[src/hw/flash_reset_pkg.sv]
// constants for the host-side reset sequencer of a parallel nor flash
// assumes a 20 mhz system clock; times are held in their printed units
//
// What this block does
// - host waits 300 us of valid supplies before first access
// - reset during power-up: pulse 200 ns, recovery 35 us, counted from supply end
// - reset high at least 50 ns before chip select falls
// - pulse width plus reset-high-to-select not shorter than recovery time
// - chip select high at least 20 ns whenever deasserted in sequence
package flash_reset_pkg;
	localparam int CLK_HZ = 20_000_000;
	localparam int CLK_PERIOD_NS = 50;
	// printed times
	localparam int CORE_SUPPLY_SETUP_TIME_US = 300;
	localparam int IO_SUPPLY_SETUP_TIME_US = 300;
	localparam int RESET_RECOVERY_TIME_US = 35;
	localparam int RESET_PULSE_WIDTH_NS = 200;
	localparam int RESET_HIGH_TO_SELECT_TIME_NS = 50;
	localparam int SELECT_HIGH_PULSE_WIDTH_NS = 20;
	// cycle counts, rounded up, never below one
	function automatic int ns_to_cyc(input int ns);
		int c;
		c = (ns + CLK_PERIOD_NS - 1) / CLK_PERIOD_NS;
		return (c < 1) ? 1 : c;
	endfunction
	localparam int SUPPLY_SETUP_US = (CORE_SUPPLY_SETUP_TIME_US > IO_SUPPLY_SETUP_TIME_US) ?
		CORE_SUPPLY_SETUP_TIME_US : IO_SUPPLY_SETUP_TIME_US;
	localparam int SUPPLY_SETUP_CYC = ns_to_cyc(SUPPLY_SETUP_US * 1000);
	localparam int RECOVERY_CYC = ns_to_cyc(RESET_RECOVERY_TIME_US * 1000);
	localparam int PULSE_CYC = ns_to_cyc(RESET_PULSE_WIDTH_NS);
	localparam int HIGH_TO_SELECT_CYC = ns_to_cyc(RESET_HIGH_TO_SELECT_TIME_NS);
	localparam int SELECT_HIGH_CYC = ns_to_cyc(SELECT_HIGH_PULSE_WIDTH_NS);
	localparam int CNT_W = 16;

	typedef enum logic [2:0] {
		ST_SUPPLY = 3'h0,
		ST_PULSE = 3'h1,
		ST_RECOVER = 3'h2,
		ST_HIGH_WAIT = 3'h3,
		ST_BUSY_WAIT = 3'h4,
		ST_READY = 3'h5
	} seq_state_t;
endpackage

[src/hw/flash_reset_host.sv]
// host controller that sequences reset of a parallel nor flash
// assumes supplies valid is a pin-level input asserted once both rails are at minimum
`timescale 1ns/1ns
module flash_reset_host
	import flash_reset_pkg::*;
#(
	parameter int SUPPLY_CYC = SUPPLY_SETUP_CYC,
	parameter int RECOVER_CYC = RECOVERY_CYC
) (
	// clock and reset
	input wire logic clk,
	input wire logic rst_b,
	// user side
	input wire logic supply_ok,
	input wire logic warm_req,
	input wire logic hold_select,
	output logic flash_ready,
	output logic seq_busy,
	// flash pins
	output logic reset_n,
	output logic select_n,
	input wire logic ready_busy_n
);
	initial begin
		if (SUPPLY_CYC < 1 || SUPPLY_CYC >= (1 << CNT_W) || RECOVER_CYC < 1 ||
				RECOVER_CYC >= (1 << CNT_W) || PULSE_CYC + HIGH_TO_SELECT_CYC < 1)
			$error("flash_reset_host: counts out of range");
	end

	// ==========================================================
	// pin synchronisers
	logic [1:0] sup_sync;
	logic [1:0] rb_sync;
	logic sup_s;
	logic rb_s;
	always_ff @(posedge clk or negedge rst_b) begin
		if (!rst_b) begin
			sup_sync <= 2'h0;
			rb_sync <= 2'h0;
		end else begin
			sup_sync <= {sup_sync[0], supply_ok};
			rb_sync <= {rb_sync[0], ready_busy_n};
		end
	end
	assign sup_s = sup_sync[1];
	assign rb_s = rb_sync[1];

	// ==========================================================
	// sequencer
	seq_state_t state, next_state;
	logic [CNT_W-1:0] cnt, next_cnt;
	logic [CNT_W-1:0] rec_cnt, next_rec_cnt;
	logic rst_pin, next_rst_pin;
	logic sel_pin, next_sel_pin;
	logic [CNT_W-1:0] sel_hi, next_sel_hi;

	always_comb begin
		next_state = state;
		next_cnt = cnt;
		next_rec_cnt = (rec_cnt != '0) ? rec_cnt - 1'b1 : rec_cnt;
		next_rst_pin = rst_pin;
		next_sel_pin = 1'b1;
		next_sel_hi = (sel_pin && sel_hi != '0) ? sel_hi - 1'b1 : sel_hi;
		unique case (state)
			ST_SUPPLY: begin
				// reset held low through power-up; device ignores it anyway
				next_rst_pin = 1'b0;
				if (!sup_s) begin
					next_cnt = CNT_W'(SUPPLY_CYC);
				end else if (cnt != '0) begin
					next_cnt = cnt - 1'b1;
				end else begin
					// pulse started at power-up; recovery counts from supply end
					next_state = ST_RECOVER;
					next_rec_cnt = CNT_W'(RECOVER_CYC);
				end
			end
			ST_PULSE: begin
				next_rst_pin = 1'b0;
				if (cnt != '0) begin
					next_cnt = cnt - 1'b1;
				end else begin
					next_state = ST_RECOVER;
				end
			end
			ST_RECOVER: begin
				// pulse plus high-to-select must cover recovery
				next_rst_pin = 1'b0;
				if (rec_cnt <= CNT_W'(HIGH_TO_SELECT_CYC)) begin
					next_state = ST_HIGH_WAIT;
					next_rst_pin = 1'b1;
					next_cnt = CNT_W'(HIGH_TO_SELECT_CYC);
				end
			end
			ST_HIGH_WAIT: begin
				next_rst_pin = 1'b1;
				if (cnt > 1) begin
					next_cnt = cnt - 1'b1;
				end else begin
					next_state = ST_BUSY_WAIT;
				end
			end
			ST_BUSY_WAIT: begin
				// device reports busy during its own reset
				if (rb_s && rec_cnt == '0) begin
					next_state = ST_READY;
				end
			end
			ST_READY: begin
				// select falling is the first read; held low it reads at once
				next_sel_pin = !(hold_select && sel_hi == '0);
				if (warm_req) begin
					next_state = ST_PULSE;
					next_rst_pin = 1'b0;
					next_sel_pin = 1'b1;
					next_cnt = CNT_W'(PULSE_CYC - 1);
					next_rec_cnt = CNT_W'(RECOVER_CYC);
				end
			end
			default: begin
				next_state = ST_SUPPLY;
				next_cnt = CNT_W'(SUPPLY_CYC);
			end
		endcase
		if (next_sel_pin && !sel_pin) begin
			next_sel_hi = CNT_W'(SELECT_HIGH_CYC);
		end
	end

	always_ff @(posedge clk or negedge rst_b) begin
		if (!rst_b) begin
			state <= ST_SUPPLY;
			cnt <= CNT_W'(SUPPLY_CYC);
			rec_cnt <= '0;
			rst_pin <= 1'b0;
			sel_pin <= 1'b1;
			sel_hi <= '0;
		end else begin
			state <= next_state;
			cnt <= next_cnt;
			rec_cnt <= next_rec_cnt;
			rst_pin <= next_rst_pin;
			sel_pin <= next_sel_pin;
			sel_hi <= next_sel_hi;
		end
	end

	assign reset_n = rst_pin;
	assign select_n = sel_pin;
	assign flash_ready = (state == ST_READY);
	assign seq_busy = (state != ST_READY);
endmodule // flash_reset_host

[config.mk]
export PLATFORM = sky130hd
export DESIGN_NAME = flash_reset_host
export DESIGN_NICKNAME = d
export VERILOG_FILES = /design/src/hw/flash_reset_pkg.sv /design/src/hw/flash_reset_host.sv
export SDC_FILE = /design/constraint.sdc
export NUM_CORES = 1
export LEC_CHECK = 0
export BUFFER_PORTS_ARGS = -buffer_cell sky130_fd_sc_hd__buf_2
export CAP_MARGIN = 20
export CORE_MARGIN = 1.5
export CORE_UTILIZATION = 69
export CTS_BUF_LIST = sky130_fd_sc_hd__clkbuf_8
export DETAILED_ROUTE_END_ITERATION = 10
export GPL_TIMING_DRIVEN = 1
export PLACE_DENSITY = 0.89
export SLEW_MARGIN = 10
export SYNTH_ARGS = -nofsm -noshare
export SYNTH_HDL_FRONTEND = slang
export SYNTH_SLANG_ARGS = --single-unit
[constraint.sdc]
create_clock -name clk -period 7.3 [get_ports clk]
set_input_delay 0.73 -clock clk [delete_from_list [all_inputs] [get_ports clk]]
set_output_delay 0.73 -clock clk [all_outputs]
set_load 0.02 [all_outputs]
==> summary.md <==
| Metric | Value |
|---|---|
| Status | `complete, but fails checks` |
| Failing checks | `DRC` |
| Hold/Removal Path Class | `reg -> reg` |
| Row count | `24` |
| Clock power frac | `46.0%` |
| Grt met1 use | `40.4%` |
| H-tree Lvls | `3` |
| Worst skew pair latency | `0.34 ns` |
| Cell Pwr Density | `172 nW/um2` |
| Tmin final | `2.63 ns` |
| Total setup buffers inserted after CTS | `0` |
| Slew Viols, Final | `0` |
| Top cells by count, synth | `55 x nor2_1, 49 x dfrtp_1, 30 x nand2_1, 21 x o21ai_0, 17 x nor3_1` |
| Post-Synthesis Cells | `360` |
| Share of layout cells above drive strength 1 | `13.8%` |
| DR iter-0 viols | `309` |
| Reg clk slew, reported paths | `0.06 ns` |
| Die Ht | `71.7 um` |
| Via count | `2779` |
| Full die area | `5140 um2` |
| Grt peak-use layer | `met2` |
| Post-route setup TNS | `0 ns` |
| Post-synth cell types | `58` |
| Chip Width | `71.7 um` |
| Switching Share | `21.0%` |
| Yosys warning count | `0` |
| DR WL/cell | `16.4 um` |
| Initial Utilization | `73.2%` |
| Clock Skews | `0.00736 ns` |
| Post-cts sizing count | `0` |
| Placed cell count | `412` |
| TritonRoute pass-1 iters | `10` |
| Most common cell in the netlist | `nor2_1` |
| Critical path class | `reg -> reg` |
| Largest net degree at the start of global routing | `58` |
| Antenna Nets Post-Route | `0` |
| Synth area leader | `dfrtp_1` |
| Finished Layout Cells | `428` |
| NumNets Final | `384` |
| # setup viols final | `0` |
| Asr flop ratio synth | `100%` |
| Diode count | `0` |
| Dpl ws | `4.78 ns` |
| Maximum clock frequency | `381 MHz` |
| Number of CTS-inserted buffers | `9` |
| CORE AREA | `4440 um2` |
| WP data required | `7.56 ns` |
| Nature of the critical path endpoint | `flop` |
| CTS root buf | `clkbuf_8` |
| RSZ-0062 raised after global routing | `false` |
| Fin. Hold Viols | `0` |
| Gr ovfl total | `0` |
| Synth area leaders | `dfrtp_1 38%, dfstp_2 6.5%, nor2_1 6.3%, xnor2_1 4.3%, nand2_1 3.5%` |
| Synth Area per Inst | `9.04 um2` |
| WL final | `7010 um` |
| TritonCTS sink count | `57` |
| Final HPWL DP | `4820 um` |
| EDFF count, synth | `0` |
| Slew headroom | `45.3%` |
| Port Buf Inserts | `9` |
| Critical path arrival | `2.89 ns` |
| Hold slack | `0.351 ns` |
| Final period util | `36.0%` |
| Via/cell ratio | `6.49` |
| Worst Tran Pin Value | `0.813 ns` |
| VDD IR max | `152 uV` |
| Share of the synthesized area in the top cell type | `37.7%` |
| Reg power frac | `52.7%` |
| Switching power total | `127 uW` |
| Top_reg_cell synth | `dfrtp_1` |
| Logic pwr share | `1.3%` |
| Mapped Nets | `373` |
| P_leak | `1.59 nW` |
| Crit Path Max Fanout | `6` |
| Max Cap Violations | `0` |
| Kind of start point of the critical path | `flop` |
| Hold_buf cts | `0` |
| Global routing usage on met3 | `9.28%` |
| CTS tree | `done` |
| GRT Total Usage | `29.7%` |
| Seq cells post-synth | `57` |
| Setup ws final | `4.67 ns` |
| DRC Markers | `1` |
| RD Place Congestion | `0.922` |
| First-pass GRT wire length | `11800 um` |
| Part of the Yosys area used for sequential elements | `44.1%` |
| Clock buffer depth | `2` |
| Area Growth Syn to Fin | `8.07%` |
| Met2 Resource Use GR | `44.9%` |
| # IOs | `10` |
| Mapped Area | `3250 um2` |
| Initial antenna violation count | `0` |
| Internal Power | `477 uW` |
| Number of global-route vias before repair | `2588` |
## flip-flops by register name, summed over array words and instances (netlist names)
register and count:
state 3, sup_sync 2, rb_sync 2, rec_cnt 16, reset_n 1, select_n 1
sel_hi 16, cnt 16
## layout make-up
class | count | area [um2]
Clock buffer | 13 | 179
Clock inverter | 3 | 13.8
Fill cell | 286 | 927
Inverter | 10 | 37.5
Multi-Input combinational cell | 283 | 1730
Sequential cell | 57 | 1440
Tap cell | 52 | 65.1
Timing Repair Buffer | 10 | 52.6
## power by group through the flow
| stage | sequential, mW | combinational (mW) | clock [mW] |
|---|---|---|---|
| 6_report | 0.318 | 0.00809 | 0.277 |
| 5_1_grt | 0.318 | 0.00985 | 0.292 |
| 4_1_cts | 0.318 | 0.00865 | 0.282 |
| 3_5_place_dp | 0.324 | 0.00861 | 0 |
| 3_3_place_gp | 0.323 | 0.00845 | 0 |
| 2_1_floorplan | 0.323 | 0.000501 | 0 |
## worst paths after layout
kind / from / end / slack, ns / depth (start not counted)
worst max register to register: cnt[0]$_DFFE_PN0P_ / cnt[10]$_DFFE_PN1P_ / 4.67 / 7
max in group asynchronous: rst_b / cnt[15]$_DFFE_PN0P_ / 6.32 / 2
min in group asynchronous: rst_b / sel_hi[5]$_DFFE_PN0P_ / 0.51 / 2
worst max-delay path: cnt[0]$_DFFE_PN0P_ / cnt[10]$_DFFE_PN1P_ / 4.67 / 7
worst min-delay path: rb_sync[0]$_DFF_PN0_ / rb_sync[1]$_DFF_PN0_ / 0.35 / 0
worst min register to register: rb_sync[0]$_DFF_PN0_ / rb_sync[1]$_DFF_PN0_ / 0.35 / 0
## per-stage QoR
| stage | cell area, um2 | power, mW | util, % |
|---|---|---|---|
| finish | 3520 | 0.603 | 79.1 |
| floorplan | 3250 | 0.324 | - |
| global route | 3520 | 0.620 | 79.1 |
| CTS | 3520 | 0.609 | 79.1 |
| global placement | 3320 | 0.332 | 74.8 |
| detailed placement | 3320 | 0.332 | 74.8 |
## layer usage
layer  part of all wire [%]  vias up
met5                      0        -
met4                    1.9        0
met3                    8.2       22
met2                     45      154
met1                     45     1293
li1                       -     1310
## worst max-delay path: stages (launching register included)
cell     delay (ns)
dfrtp_1        0.43
inv_1          0.13
ha_1           0.25
or3b_1         0.42
or4b_2         0.71
nor3_1         0.35
a21oi_1        0.11
o21ai_0        0.15
## cells by family after synthesis
| family | synth area share, % |
|---|---|
| xor gates and xnor gates | 7.00 |
| muxes | 0.308 |
| adders and majority gates | 2.69 |
| AOI/OAI and AO/OA | 14.6 |
| buffers and inverters | 2.61 |
| and+or+nand+nor | 28.6 |
| DFF | 44.1 |
## placed cells by master (no fill, tap or decap), types with 3 or more instances in the layout
master	instances
or4_1	8
a22o_1	3
nand2_1	30
nor4_2	3
nor3b_1	5
a21oi_1	16
or3_1	6
o31ai_1	5
a21o_1	7
nor3_1	17
nand4_1	3
o21ai_0	21
nor2_1	55
clkbuf_8	13
dfrtp_1	49
xnor2_1	16
buf_2	9
a211oi_1	4
o211ai_1	3
ha_1	7
inv_1	11
or2_2	3
nor4_1	11
dfstp_2	8
nand3_1	8
nand2b_1	8
xor2_1	10
(Power assumes the default switching activity.)
